File: config.mk
export PLATFORM = sky130hd
export DESIGN_NAME = sgp_port
export DESIGN_NICKNAME = d
export VERILOG_FILES = /design/src/inc/sgp_pkg.sv /design/src/logic/sgp_port.sv /design/src/logic/sgp_sync.sv /design/src/logic/sgp_cfg.sv
export SDC_FILE = /design/constraint.sdc
export NUM_CORES = 1
export LEC_CHECK = 0
export BUFFER_PORTS_ARGS = -buffer_cell sky130_fd_sc_hd__buf_2
export CAP_MARGIN = 0
export CORE_MARGIN = 5
export CORE_UTILIZATION = 40
export DETAILED_ROUTE_END_ITERATION = 8
export PLACE_DENSITY = 0.82
export SLEW_MARGIN = 10
export SYNTH_ARGS = -nofsm -noshare
export SYNTH_HDL_FRONTEND = slang
export SYNTH_SLANG_ARGS = --single-unit
File: constraint.sdc
create_clock -name MCLK_I -period 1 [get_ports MCLK_I]
set_input_delay 0.15 -clock MCLK_I [delete_from_list [all_inputs] [get_ports MCLK_I]]
set_output_delay 0.15 -clock MCLK_I [all_outputs]
set_load 0.02 [all_outputs]
File: src/inc/sgp_pkg.sv
// Summary of operation
// Nine general purpose single-bit pins
// Each pin has its own direction bit
// Alternate enable from software, SMBus or EEPROM
// Names ending _n are active low
// All other signals are active high; RESETN_I is active low
// Pin 0 alternate: port 2 reset out
// Pin 1 alternate: port 4 reset out
// Pin 2 alternate: expander interrupt 0 input
// Pin 4 alternate: expander interrupt 2 input
// Pin 7 alternate: active-low general event out
// Expander interrupt starts an input read request
// Fundamental reset clears whole port state; the input synchronizer loads 9'h1ff instead
// Pins 3,5,6,11 plain I/O only
// Alternate function overrides direction and value
`default_nettype none
package sgp_pkg;
  localparam int NPIN = 9;
  // Pin slot of each documented pin number
  localparam int SLOT_RST_A = 0;
  localparam int SLOT_RST_B = 1;
  localparam int SLOT_IRQ_A = 2;
  localparam int SLOT_IRQ_B = 4;
  localparam int SLOT_EVENT = 7;
  localparam int SLOT_PIN11 = 8;
  // Slots that own an alternate function
  localparam logic [8:0] ALT_CAPABLE = 9'h097;
  // Slots whose alternate function drives the pin
  localparam logic [8:0] ALT_OUTPUT = 9'h083;
  localparam logic [8:0] DIR_RESET = 9'h000;
  localparam logic [8:0] OUT_RESET = 9'h000;
  localparam logic [8:0] ALT_RESET = 9'h000;
  localparam logic [1:0] SRC_NONE = 2'h0;
endpackage : sgp_pkg
`default_nettype wire

File: src/logic/sgp_port.sv
`timescale 1ns/1ps
`default_nettype none
module sgp_port
  import sgp_pkg::*;
(
  // Clock and fundamental reset
  input wire logic MCLK_I,
  input wire logic RESETN_I,
  // Software configuration
  input wire logic SW_WE_I,
  input wire logic [8:0] SW_DIR_I,
  input wire logic [8:0] SW_OUT_I,
  input wire logic [8:0] SW_ALT_I,
  // Slave SMBus alternate enable write
  input wire logic SMB_ALT_WE_I,
  input wire logic [8:0] SMB_ALT_I,
  // EEPROM alternate enable load
  input wire logic EEP_ALT_WE_I,
  input wire logic [8:0] EEP_ALT_I,
  // Alternate function sources
  input wire logic DOWNSTREAM_A_RESET_I,
  input wire logic DOWNSTREAM_B_RESET_I,
  input wire logic GENERAL_EVENT_I,
  input wire logic EXP_READ_DONE_I,
  // Pins
  input wire logic [8:0] GPIO_I,
  output logic [8:0] GPIO_O,
  output logic [8:0] GPIO_OE_O,
  // Status
  output logic [8:0] PIN_STATE_O,
  output logic [8:0] DIR_STATE_O,
  output logic [8:0] ALT_STATE_O,
  output logic EXPANDER_IRQ_A_O,
  output logic EXPANDER_IRQ_B_O,
  output logic EXP_READ_REQ_O
);
  logic [8:0] pin_sync;
  logic [8:0] dir_q;
  logic [8:0] out_q;
  logic [8:0] alt_raw;
  logic [8:0] alt_q;
  logic [8:0] alt_wdata;
  logic alt_we;
  logic [8:0] alt_val;
  logic [8:0] next_oe;
  logic [8:0] next_out;
  logic irq_a_q;
  logic irq_b_q;

  sgp_sync u_sync (
    .clk_i(MCLK_I),
    .resetn_i(RESETN_I),
    .d_i(GPIO_I),
    .q_o(pin_sync)
  );

  // Software write wins, then SMBus, then EEPROM load
  always_comb begin
    alt_we = SW_WE_I | SMB_ALT_WE_I | EEP_ALT_WE_I;
    if (SW_WE_I) begin
      alt_wdata = SW_ALT_I;
    end else if (SMB_ALT_WE_I) begin
      alt_wdata = SMB_ALT_I;
    end else begin
      alt_wdata = EEP_ALT_I;
    end
  end

  sgp_cfg u_alt (
    .clk_i(MCLK_I),
    .resetn_i(RESETN_I),
    .we_i(alt_we),
    .d_i(alt_wdata),
    .rst_val_i(ALT_RESET),
    .q_o(alt_raw)
  );
  assign alt_q = alt_raw & ALT_CAPABLE;

  // Direction and output value, cleared by fundamental reset
  always_ff @(posedge MCLK_I) begin
    if (!RESETN_I) begin
      dir_q <= DIR_RESET;
      out_q <= OUT_RESET;
    end else if (SW_WE_I) begin
      dir_q <= SW_DIR_I;
      out_q <= SW_OUT_I;
    end
  end

  // Resets and event drive low when asserted
  always_comb begin
    alt_val = 9'h1ff;
    alt_val[SLOT_RST_A] = ~DOWNSTREAM_A_RESET_I;
    alt_val[SLOT_RST_B] = ~DOWNSTREAM_B_RESET_I;
    alt_val[SLOT_EVENT] = ~GENERAL_EVENT_I;
  end

  // Per-pin mux between software and alternate function
  for (genvar i = 0; i < NPIN; i++) begin : g_pin
    always_comb begin
      if (alt_q[i]) begin
        next_oe[i] = ALT_OUTPUT[i];
        next_out[i] = ALT_OUTPUT[i] & alt_val[i];
      end else begin
        next_oe[i] = dir_q[i];
        next_out[i] = out_q[i];
      end
    end
  end

  always_ff @(posedge MCLK_I) begin
    if (!RESETN_I) begin
      GPIO_O <= OUT_RESET;
      GPIO_OE_O <= DIR_RESET;
    end else begin
      GPIO_O <= next_out;
      GPIO_OE_O <= next_oe;
    end
  end

  always_ff @(posedge MCLK_I) begin
    if (!RESETN_I) begin
      PIN_STATE_O <= 9'h000;
      DIR_STATE_O <= DIR_RESET;
      ALT_STATE_O <= ALT_RESET;
    end else begin
      PIN_STATE_O <= pin_sync;
      DIR_STATE_O <= next_oe;
      ALT_STATE_O <= alt_q;
    end
  end

  // Interrupt inputs are low active; high means asserted inside
  always_ff @(posedge MCLK_I) begin
    if (!RESETN_I) begin
      irq_a_q <= 1'b0;
      irq_b_q <= 1'b0;
    end else begin
      irq_a_q <= alt_q[SLOT_IRQ_A] & ~pin_sync[SLOT_IRQ_A];
      irq_b_q <= alt_q[SLOT_IRQ_B] & ~pin_sync[SLOT_IRQ_B];
    end
  end

  always_ff @(posedge MCLK_I) begin
    if (!RESETN_I) begin
      EXPANDER_IRQ_A_O <= 1'b0;
      EXPANDER_IRQ_B_O <= 1'b0;
    end else begin
      EXPANDER_IRQ_A_O <= irq_a_q;
      EXPANDER_IRQ_B_O <= irq_b_q;
    end
  end

  // Request holds until done; a new assertion edge wins over done
  always_ff @(posedge MCLK_I) begin
    if (!RESETN_I) begin
      EXP_READ_REQ_O <= 1'b0;
    end else if ((irq_a_q & ~EXPANDER_IRQ_A_O) |
                 (irq_b_q & ~EXPANDER_IRQ_B_O)) begin
      EXP_READ_REQ_O <= 1'b1;
    end else if (EXP_READ_DONE_I) begin
      EXP_READ_REQ_O <= 1'b0;
    end
  end

  // Assertions
  pin_override_a: assert property (@(posedge MCLK_I) disable iff (!RESETN_I)
    alt_q[SLOT_RST_A] |=> GPIO_OE_O[SLOT_RST_A])
    else $error("alternate pin 0 not driven");
  rst_a_value_a: assert property (@(posedge MCLK_I) disable iff (!RESETN_I)
    alt_q[SLOT_RST_A] && DOWNSTREAM_A_RESET_I |=> !GPIO_O[SLOT_RST_A])
    else $error("port 2 reset not low");
  rst_b_value_a: assert property (@(posedge MCLK_I) disable iff (!RESETN_I)
    alt_q[SLOT_RST_B] && DOWNSTREAM_B_RESET_I |=> !GPIO_O[SLOT_RST_B])
    else $error("port 4 reset not low");
  event_value_a: assert property (@(posedge MCLK_I) disable iff (!RESETN_I)
    alt_q[SLOT_EVENT] |=> GPIO_O[SLOT_EVENT] == !$past(GENERAL_EVENT_I))
    else $error("event output wrong");
  irq_a_input_a: assert property (@(posedge MCLK_I) disable iff (!RESETN_I)
    alt_q[SLOT_IRQ_A] |=> !GPIO_OE_O[SLOT_IRQ_A])
    else $error("irq pin 2 driven");
  irq_b_input_a: assert property (@(posedge MCLK_I) disable iff (!RESETN_I)
    alt_q[SLOT_IRQ_B] |=> !GPIO_OE_O[SLOT_IRQ_B])
    else $error("irq pin 4 driven");
  plain_only_a: assert property (@(posedge MCLK_I) disable iff (!RESETN_I)
    (ALT_STATE_O & ~ALT_CAPABLE) == 9'h000)
    else $error("plain pin has alternate");
  dir_follow_a: assert property (@(posedge MCLK_I) disable iff (!RESETN_I)
    !alt_q[3] |=> GPIO_OE_O[3] == $past(dir_q[3]))
    else $error("pin 3 direction wrong");
  read_req_a: assert property (@(posedge MCLK_I) disable iff (!RESETN_I)
    irq_a_q && !EXPANDER_IRQ_A_O |=> EXP_READ_REQ_O)
    else $error("no expander read");
  alt_write_a: assert property (@(posedge MCLK_I) disable iff (!RESETN_I)
    SMB_ALT_WE_I && !SW_WE_I |=> alt_raw == $past(SMB_ALT_I))
    else $error("smbus alt write lost");
  reset_clear_a: assert property (@(posedge MCLK_I)
    !RESETN_I |=> GPIO_OE_O == DIR_RESET && !EXP_READ_REQ_O)
    else $error("reset not clearing");

  alt_rst_c: cover property (@(posedge MCLK_I) disable iff (!RESETN_I)
    alt_q[SLOT_RST_A] && DOWNSTREAM_A_RESET_I);
  irq_c: cover property (@(posedge MCLK_I) disable iff (!RESETN_I)
    EXP_READ_REQ_O ##1 EXP_READ_DONE_I);
  eep_c: cover property (@(posedge MCLK_I) disable iff (!RESETN_I)
    EEP_ALT_WE_I && !SW_WE_I && !SMB_ALT_WE_I);
  out_c: cover property (@(posedge MCLK_I) disable iff (!RESETN_I)
    GPIO_OE_O[5] && GPIO_O[5]);
endmodule : sgp_port
`default_nettype wire

File: src/logic/sgp_sync.sv
`timescale 1ns/1ps
`default_nettype none
module sgp_sync
  import sgp_pkg::*;
(
  input wire logic clk_i,
  input wire logic resetn_i,
  input wire logic [8:0] d_i,
  output logic [8:0] q_o
);
  logic [8:0] meta;
  // First stage is read only by the second
  always_ff @(posedge clk_i) begin
    if (!resetn_i) begin
      meta <= 9'h1ff;
      q_o <= 9'h1ff;
    end else begin
      meta <= d_i;
      q_o <= meta;
    end
  end
endmodule : sgp_sync
`default_nettype wire

File: src/logic/sgp_cfg.sv
`timescale 1ns/1ps
`default_nettype none
module sgp_cfg
  import sgp_pkg::*;
(
  input wire logic clk_i,
  input wire logic resetn_i,
  input wire logic we_i,
  input wire logic [8:0] d_i,
  input wire logic [8:0] rst_val_i,
  output logic [8:0] q_o
);
  // One written configuration word shared by all writers
  always_ff @(posedge clk_i) begin
    if (!resetn_i) begin
      q_o <= rst_val_i;
    end else if (we_i) begin
      q_o <= d_i;
    end
  end
endmodule : sgp_cfg
`default_nettype wire

; Word-level counts from Yosys, hierarchy flattened
; Index checks and enable logic that the tools add are counted.
[totals]
register_bits = 85
latch_bits = 0
ram_bits = 0
rom_bits = 0
out_inout_bits = 48
word_cells = 47
memories = 0
[op_classes]
n_addsub = 0
mul = 0
div_mod_pow = 0
order_cmp = 0
n_eq_ne = 0
shift = 0
n_mux = 10
bitwise = 15
n_reduce_logical = 3
[op_table]
columns = operator, count
row1 = $mux 8, 2
row2 = $mux 1, 8
row3 = $not 1->1, 8
row4 = $and 1x1->1, 4
row5 = $reduce_or 2->1, 2
row6 = $or 1x1->1, 3
row7 = $reduce_bool 2->1, 1

; Depth between registers and ports, before layout
; Gate-level depths: netlist (run 1).
[logic_depth]
depth_word = 4
depth_mapped = 4

; Cells and area by module
; A second synthesis (run 1) with hierarchy kept.
[hier_totals]
hier_cells = 243
hier_area_um2 = 2950.3
[modules_own_cells]
columns = module, instances, cells_per_inst, area_per_inst_um2, seq_area_each_um2
row1 = sgp_port, 1, 186, 2040.7, 1101.1
row2 = sgp_sync, 1, 37, 486.7, 360.3
row3 = sgp_cfg, 1, 20, 422.9, 270.3

; Worst setup path after synthesis (run 1)
; No wires, ideal clock.
[synth_path]
path_kind = flip-flop to flip-flop
from = reg EXPANDER_IRQ_A_O
to = reg EXP_READ_REQ_O
arrival_ns = 0.848
path_slack_ns = 0.027
stages_incl_launch_ff = 4
n_path_buf = 0
path_cell_list = dfxtp_1 inv_1 a222oi_1 nor2b_1
[synth_between]
elab_chain_cells = 4
elab_cells_between_ends = 5
cone_classes = mux (1) / bitwise (3) / reduce/logical (1)
[synth_rtl]
columns = item, line
row1 = from (decl), sgp_port.sv:33  ; output logic EXPANDER_IRQ_A_O,
row2 = from (signal assigned), sgp_port.sv:149  ; EXPANDER_IRQ_A_O <= irq_a_q;
row3 = $not 1->1 *, sgp_port.sv:158  ; end else if ((irq_a_q & ~EXPANDER_IRQ_A_O) |
row4 = $and 1x1->1 *, sgp_port.sv:158
row5 = $or 1x1->1 *, sgp_port.sv:158
row6 = $mux 1 or $reduce_bool 2->1 (tied branches), --
row7 = to (signal assigned), sgp_port.sv:157  ; EXP_READ_REQ_O <= 1'b0;
row8 = to (signal assigned), sgp_port.sv:160  ; EXP_READ_REQ_O <= 1'b1;
row9 = to (signal assigned), sgp_port.sv:162  ; EXP_READ_REQ_O <= 1'b0;
row10 = to (decl), sgp_port.sv:35  ; output logic EXP_READ_REQ_O
; Mark *: on every way between the ends. The rest lies on a longest branch, timed or not.
; A chain may end at the register's enable or synchronous reset.

==> flow_summary.yaml, run 1 <==
placement:
  port-buffer-count: 94
  dpl.cell_count: 382
  post-dp-hpwl_mm: 3.64
  total_placed_instance_area_sq_um: 3070
  gp_routability_congestion: 0.697
yosys:
  post_synth_inst_count: 228
  synth_most_common_cell: "dfxtp_1"
  async_reset_ff_frac: 0
  mean_instance_size_in_the_synthesized_netlist_sq_um: 11.4
  share_of_synthesized_area_occupied_by_flip_flops_and_latches: 0.601
  post_synthesis_cell_type_count: 23
  synthesis_warning_total: 0
  synth_top_area_frac: 0.601
  synth_enable_flop_cells: 0
  area_contributors_post_synth: "dfxtp_1, mux2i_1, nand2b_1"
  synth_seq_cells: 78
  syn-cell-area_sq_um: 2600
  synth.top_cells.by_count: "dfxtp_1, nand2b_1, and2_1, nor2b_1, mux2i_1"
  ys.flop_type: "dfxtp_1"
  biggest_area_consumer_among_synthesized_cells: "dfxtp_1"
finish:
  layout.cells.non_filler: 405
  final_nets: 388
  fillers: 558
  postLayoutCellArea_sq_um: 3430
  fin_util: 0.541
  antenna-diode-count: 0
  syn2layout_area_growth_pct: 32.2
  layout-drive-gt1-share: 0.399
timing:
  holdWs_ns: 0.0671
  layout_worst_path_cycle_share: 0.969
  worst_clock_skew_ns: 0.00489
  final-hold-violation-count: 0
  rsz0062_at_grt: "yes"
  finalMaxSlewViolations: 0
  fin_crit_ns: 0.969
  fin_tns_setup_ns: 0
  max_freq_ghz: 1.03
  report.final.setup_viol: 0
pwr:
  cellInternalPower_mw: 4.81
  vdd_ir_drop_max_mv: 1.07
  power.share.switching: 0.232
  pwr_density_cell_nw_per_um2: 1820
  clock_power_share: 0.357
  combPwrFrac: 0.109
  static-leakage-power_nw: 1.66
  switching_power_mw: 1.45
  power_frac_seq: 0.534
clocking:
  cts_inserted_buffers: 9
  clk_pin_slew_ns: 0.08
  clock_insertion_delay_worst_skew_ns: 0.33
  htree_levels: 3
  clockRootBuffer: "clkbuf_8"
  postCtsSetupBuffers: 0
  max-clock-path-buffers: 2
  tritoncts_clock_tree: "yes"
  cts.sink_count: 78
floorplanning:
  pin_count: 111
  initial_core_utilization: 0.409
  placement_rows: 29
  fp.dieArea_sq_um: 8210
  core-area_sq_um: 6350
  width_of_the_die_um: 90.6
  die_height_um: 90.6
route:
  vias_per_cell: 4.39
  post_drt_wl_per_cell_um: 12.6
  initialDrtViolationCount: 45
  wirelength_mm: 5.12
  via_count: 1776
  antenna_violating_nets_post_route: 0
  route.detailed.drc: 0
  firstDrtPassIters: 4
worst_setup_path:
  reg2reg_slack_ns: 0.13
  setup.worst_path.start_class: "flop"
  regToRegEndpoint: "EXP_READ_REQ_O"
  timing_worst_setup_path_type: "reg -> out"
  end_kind: "output port"
  critical_path_end: "GPIO_OE_O[7]"
  critical_path_buf_inv_count: 1
  crit_path_max_incr_delay_ns: 0.35
  crit_path_max_fanout: 2
  crit_cells: 1
  cp_top_family: "flip-flops"
  worstPathArrival_ns: 0.82
  crit_required_ns: 0.85
  worstRegToRegCells: 3
  crit_start: "DIR_STATE_O[7]"
  worstPathCellList: "buf_4"
  r2r_start: "EXPANDER_IRQ_A_O"
  cp_slowest_cell: "dfxtp_2"
global_route:
  first_pass_grt_wire_length_mm: 8.21
  grt_antenna_before_repair: 0
  grt_pass1_vias: 1761
  overflow: 0
  grt_start_max_net_pins: 44
  grt_util_all_layers: 0.125
min_path:
  hp-class: "in -> reg"
status:
  outcome: "complete, no violations"
flow_run:
  drv.max_cap_violation_count: 0
power groups by stage:
stage / logic, mW / registers [mW] / clock network (mW)
after floorplan: 0.334 / 3.49 / 0
after global placement: 0.618 / 3.41 / 0
after detailed placement: 0.630 / 3.41 / 0
after CTS: 0.668 / 3.34 / 2.31
after global routing: 0.742 / 3.37 / 2.44
final: 0.682 / 3.35 / 2.24
cells by family (layout without fill, tap and decap cells):
family	after synthesis	after routing	share of synthesized area
multiplexers	23	23	0.0910
other	1	4	0.00144
AO/OA/AOI/OAI	17	17	0.0544
buffers and inverters	33	130	0.0751
AND/OR/NAND/NOR	76	76	0.177
flip-flops	78	78	0.601
repair_timing:
action / CTS / global route
endpoints found under the hold margin: 9 / 0
hold buffers: 9 / 0
endpoints found under the setup margin: 11 / 28
resized for setup: 9 / 30
through the flow:
stage	setup WS, ns	total power [mW]
floorplan	0.0266	3.82
global placement	-0.136	4.02
detailed placement	-0.156	4.04
CTS	-0.0162	6.32
global route	-0.0118	6.55
finish	0.0311	6.27
state kept, by name (all words and copies together) (netlist names), 5 cells and up:
signal	cells
u_sync.q_o	9
u_sync.meta	9
u_alt.q_o	5
out_q	9
GPIO_O	9
ALT_STATE_O	5
DIR_STATE_O	9
dir_q	9
PIN_STATE_O	9
cells in the final DEF, fill, tap and decap left out, types with 9 or more instances in the layout:
master | synthesis | layout
dfxtp_1 | 78 | 67
buf_2 | 3 | 66
buf_4 | 16 | 31
nand2b_1 | 23 | 23
and2_1 | 19 | 19
nor2b_1 | 19 | 19
mux2i_1 | 18 | 18
dfxtp_2 | 0 | 11
clkbuf_8 | 0 | 10
dlygate4sd3_1 | 0 | 9
worst min-delay path by stage:
stage          depth (start not counted)        endpoint  slack, ns                 start
2_1_floorplan                          1  u_sync.meta[0]       0.25             GPIO_I[0]
3_3_place_gp                           2  u_sync.meta[5]       0.33             GPIO_I[5]
3_5_place_dp                           2  u_sync.meta[1]       0.33             GPIO_I[1]
4_1_cts                                3       GPIO_O[0]       0.05  DOWNSTREAM_A_RESET_I
5_1_grt                                3       GPIO_O[1]       0.07  DOWNSTREAM_B_RESET_I
6_report                               3       GPIO_O[0]       0.07  DOWNSTREAM_A_RESET_I
layout make-up:
cell class,instances,area [sq um],share of cell area
Sequential cell,78,1580,0.459
Multi-Input combinational cell,120,853,0.248
Timing Repair Buffer,108,693,0.202
Clock buffer,10,138,0.0401
Tap cell,77,96.3,0.0281
Clock inverter,4,48.8,0.0142
Inverter,8,30.0,0.00874
metal layers:
metal | up-vias | GRT usage | share of wire
met5 | - | 0 | 0
met4 | 0 | 0.0571 | 0.012
met3 | 6 | 0.0675 | 0.11
met2 | 65 | 0.197 | 0.47
met1 | 797 | 0.138 | 0.41
li1 | 908 | - | -
(Power assumes the default switching activity.)
==> run 2: changes to the inputs <==
ABC_AREA = 1   (was default)
SKIP_CTS_REPAIR_TIMING = 1   (was default)
==> flow_summary.yaml, run 2 <==
worst_setup_path:
  worstPathCellList: "buf_2"
  crit_required_ns: 0.85
  end_kind: "output port"
  cp_top_family: "flip-flops"
  timing_worst_setup_path_type: "reg -> out"
  critical_path_buf_inv_count: 1
  worstPathArrival_ns: 0.83
  cp_slowest_cell: "dfxtp_1"
  crit_path_max_incr_delay_ns: 0.34
  setup.worst_path.start_class: "flop"
  crit_path_max_fanout: 1
finish:
  antenna-diode-count: 0
  fin_util: 0.544
  layout-drive-gt1-share: 0.334
  syn2layout_area_growth_pct: 33.1
  final_nets: 456
  final_cell_mix: "buf_2, dfxtp_1, nand2_1"
  mostFrequentLayoutCell: "buf_2"
  fillers: 602
  layout.cells.non_filler: 475
placement:
  post-dp-hpwl_mm: 3.82
  dpl.cell_count: 450
  gp_routability_congestion: 0.803
  port-buffer-count: 94
floorplanning:
  pin_count: 111
  width_of_the_die_um: 90.1
  core-area_sq_um: 6280
  fp.dieArea_sq_um: 8110
  initial_core_utilization: 0.409
  die_height_um: 90.1
  placement_rows: 29
yosys:
  synth_seq_cells: 78
  synthesis_warning_total: 0
  ys.flop_type: "dfxtp_1"
  synth_top_area_frac: 0.609
  async_reset_ff_frac: 0
  synth.top_cells.by_count: "dfxtp_1, nand2_1, inv_1"
  mean_instance_size_in_the_synthesized_netlist_sq_um: 8.67
  post_synth_inst_count: 296
  biggest_area_consumer_among_synthesized_cells: "dfxtp_1"
  synth_enable_flop_cells: 0
  syn-cell-area_sq_um: 2560
  area_contributors_post_synth: "dfxtp_1, nand2_1, inv_1"
  post_synthesis_cell_type_count: 19
  synth_most_common_cell: "dfxtp_1"
  share_of_synthesized_area_occupied_by_flip_flops_and_latches: 0.609
timing:
  holdWs_ns: -0.00340
  rsz0062_at_grt: "yes"
  fin_crit_ns: 0.983
  final-hold-violation-count: 2
  layout_worst_path_cycle_share: 0.983
  report.final.setup_viol: 0
  worst_clock_skew_ns: 0.00932
  finalMaxSlewViolations: 0
  max_freq_ghz: 1.02
  fin_tns_setup_ns: 0
global_route:
  globalRouteMet3Util: 0.0351
  grt_antenna_before_repair: 0
  globalRouteMet2Util: 0.227
  grt_start_max_net_pins: 28
  first_pass_grt_wire_length_mm: 8.87
  grt_pass1_vias: 2037
  grt_util_all_layers: 0.131
  overflow: 0
  use_met1: 0.147
  gr-max-usage-layer: "met2"
route:
  vias_per_cell: 4.29
  post_drt_wl_per_cell_um: 11.2
  via_count: 2036
  wirelength_mm: 5.32
  route.detailed.drc: 0
  initialDrtViolationCount: 106
  antenna_violating_nets_post_route: 0
  firstDrtPassIters: 4
pwr:
  combPwrFrac: 0.115
  clock_power_share: 0.342
  power.share.switching: 0.259
  pwr_density_cell_nw_per_um2: 1810
  power_frac_seq: 0.542
  static-leakage-power_nw: 1.81
  vdd_ir_drop_max_mv: 0.850
  cellInternalPower_mw: 4.58
  switching_power_mw: 1.60
clocking:
  clk_pin_slew_ns: 0.08
  tritoncts_clock_tree: "yes"
  cts.sink_count: 78
  htree_levels: 3
  cts_inserted_buffers: 9
  max-clock-path-buffers: 2
  clock_insertion_delay_worst_skew_ns: 0.34
  clockRootBuffer: "clkbuf_8"
min_path:
  hp-class: "in -> reg"
flow_run:
  drv.max_cap_violation_count: 0
status:
  failed_checks: "hold timing"
  outcome: "finished with violations"
## run 2: through the flow
stage	hold slack (ns)	total power [mW]	setup WS (ns)	instance area, sq um
after detailed placement	0.334	4.07	0.0531	3050
after global routing	0.00134	6.51	-0.0190	3410
after global placement	0.330	4.05	0.0718	3050
final	-0.00340	6.19	0.0169	3410
after floorplan	0.243	3.84	0.227	2580
after CTS	-0.0330	6.20	-0.0227	3230
## run 2: layout make-up
type / instances / area, sq um / share of cell area
clock inverter: 6 / 46.3 / 0.0136
tap: 77 / 96.3 / 0.0282
clock buffer: 10 / 138 / 0.0403
multi-input combinational: 156 / 696 / 0.204
timing repair buffer: 107 / 708 / 0.207
sequential: 78 / 1580 / 0.462
inverter: 41 / 154 / 0.0451
## run 2: final timing paths
kind / slack (ns) / to / depth (start not counted) / start
setup reg to reg: 0.27 / u_alt.q_o[4] / 4 / u_alt.q_o[4]
hold / removal: -0.003 / u_sync.meta[6] / 2 / GPIO_I[6]
hold reg to reg: 0.41 / PIN_STATE_O[5] / 2 / u_sync.q_o[5]
setup / recovery: 0.02 / GPIO_O[7] / 1 / GPIO_O[7]
## run 2: kinds of logic after synthesis
group / after synthesis / share of synthesized area
AO/OA/AOI/OAI: 33 / 0.0644
flip-flops: 78 / 0.609
other: 1 / 0.00146
buffers and inverters: 65 / 0.124
AND/OR/NAND/NOR: 119 / 0.201
## run 2: power by group through the flow
stage | clock, mW | sequential, mW | combinational [mW]
detailed placement | 0 | 3.42 | 0.651
global route | 2.34 | 3.38 | 0.796
global placement | 0 | 3.41 | 0.637
finish | 2.12 | 3.36 | 0.712
CTS | 2.20 | 3.35 | 0.653
floorplan | 0 | 3.51 | 0.323
## run 2: per-layer routing
layer,part of all wire,wire (um),vias up
li1,-,-,1072
met4,0.022,118,0
met1,0.40,2150,886
met5,0,0,-
met3,0.074,395,10
met2,0.50,2660,68
==> run 3: changes to the inputs <==
BUFFER_PORTS_ARGS = default   (was -buffer_cell sky130_fd_sc_hd__buf_2)
DONT_BUFFER_PORTS = 1   (was default)
PLACE_DENSITY = 0.66   (was 0.82)
==> flow_summary.yaml, run 3 (same netlist as run 2, synthesis figures left out) <==
route:
  post_drt_wl_per_cell_um: 12.4
  via_count: 1709
  initialDrtViolationCount: 46
  firstDrtPassIters: 4
  antenna_violating_nets_post_route: 0
  vias_per_cell: 4.38
  wirelength_mm: 4.85
  route.detailed.drc: 0
clocking:
  htree_levels: 3
  tritoncts_clock_tree: "yes"
  max-clock-path-buffers: 2
  clk_pin_slew_ns: 0.08
  clockRootBuffer: "clkbuf_8"
  cts_inserted_buffers: 9
  clock_insertion_delay_worst_skew_ns: 0.34
  cts.sink_count: 78
timing:
  report.final.setup_viol: 0
  finalMaxSlewViolations: 0
  max_freq_ghz: 1.05
  holdWs_ns: -0.0882
  fin_crit_ns: 0.953
  final-hold-violation-count: 44
  layout_worst_path_cycle_share: 0.953
  worst_clock_skew_ns: 0.00484
finish:
  area.sequential_sq_um: 1580
  multi_input_area_sq_um: 696
  fillers: 640
  layout-drive-gt1-share: 0.121
  syn2layout_area_growth_pct: 13.7
  antenna-diode-count: 0
  final_cell_mix: "dfxtp_1, nand2_1, inv_1"
  final_nets: 372
  mostFrequentLayoutCell: "dfxtp_1"
  layout.cells.non_filler: 390
placement:
  post-dp-hpwl_mm: 3.35
  dpl.cell_count: 356
  port-buffer-count: 0
  gp_routability_congestion: 0.732
worst_setup_path:
  timing_worst_setup_path_type: "reg -> out"
  crit_cells: 1
  crit_path_max_incr_delay_ns: 0.32
  cp_top_family: "flip-flops"
  cp_slowest_cell: "dfxtp_2"
  crit_required_ns: 0.85
  setup.worst_path.start_class: "flop"
  critical_path_buf_inv_count: 1
  crit_path_max_fanout: 2
  worstPathCellList: "buf_4"
  worstPathArrival_ns: 0.80
  end_kind: "output port"
  worstRegToRegCells: 4
global_route:
  overflow: 0
  grt_pass1_vias: 1614
  grt_start_max_net_pins: 51
  first_pass_grt_wire_length_mm: 7.76
  grt_util_all_layers: 0.122
  grt_antenna_before_repair: 0
floorplanning:
  initial_core_utilization: 0.409
  width_of_the_die_um: 90.1
  placement_rows: 29
  die_height_um: 90.1
  pin_count: 111
  core-area_sq_um: 6280
  fp.dieArea_sq_um: 8110
status:
  outcome: "finished with violations"
  failed_checks: "hold timing"
pwr:
  combPwrFrac: 0.055
  clock_power_share: 0.349
  fin_total_pwr_mw: 5.86
  power.share.switching: 0.240
  cellInternalPower_mw: 4.45
  static-leakage-power_nw: 1.41
  power_frac_seq: 0.596
  vdd_ir_drop_max_mv: 1.08
  pwr_density_cell_nw_per_um2: 2010
  switching_power_mw: 1.41
min_path:
  whs_path_depth: 2
  hp-class: "in -> reg"
flow_run:
  drv.max_cap_violation_count: 0
-- run 3: changes by cell type in the layout (fill, tap and decap cells not counted) --
cell           before  now
buf_6               4    0
dlygate4sd3_1       9   19
clkbuf_8           10   11
buf_2              68    0
buf_4              23    4
clkinvlp_4          2    1
clkinv_4            2    0
clkinv_2            1    3
buf_12              3    0
inv_6               1    0
-- run 3: layer usage --
metal  up-vias  GRT usage  wire (um)
met5         -          0          0
met2        60      0.193       2320
met1       741      0.136       2060
met3         7     0.0559        393
li1        901          -          -
met4         0     0.0633         65
-- run 3: per-stage QoR --
step,utilization,hold WS (ns),area [sq um],setup slack [ns],setup TNS [ns]
global placement,0.404,0.245,2540,0.198,0
global route,0.465,-0.113,2920,-0.00204,-0.00204
finish,0.465,-0.0882,2920,0.0474,0
CTS,0.432,-0.124,2710,-0.0906,-1.39
floorplan,-,0.243,2580,0.227,0
detailed placement,0.404,0.249,2540,0.185,0
-- run 3: final timing paths --
kind,startpoint,endpoint,slack [ns]
worst max-delay path,EXP_READ_REQ_O,EXP_READ_REQ_O,0.05
worst min register to register,u_sync.meta[0],u_sync.q_o[0],0.41
worst max register to register,u_alt.q_o[2],u_alt.q_o[2],0.28
worst min-delay path,RESETN_I,DIR_STATE_O[6],-0.09
-- run 3: layout make-up --
cell class | count | area share
Clock buffer | 11 | 0.0519
Clock inverter | 4 | 0.00772
Inverter | 41 | 0.0528
Multi-Input combinational cell | 156 | 0.239
Sequential cell | 78 | 0.541
Tap cell | 77 | 0.0330
Timing Repair Buffer | 23 | 0.0755
-- run 3: worst register-to-register path, delay by kind of cell (launching register included) --
family / cells / cell delay [ns]
flip-flops: 1 / 0.35
buffers and inverters: 1 / 0.11
AND/OR/NAND/NOR: 3 / 0.21
-- run 3: power by group through the flow --
stage / sequential (mW) / clock (mW) / combinational, mW
2_1_floorplan: 3.51 / 0 / 0.323
3_3_place_gp: 3.56 / 0 / 0.254
3_5_place_dp: 3.57 / 0 / 0.262
4_1_cts: 3.49 / 2.13 / 0.263
5_1_grt: 3.51 / 2.29 / 0.376
6_report: 3.50 / 2.05 / 0.319
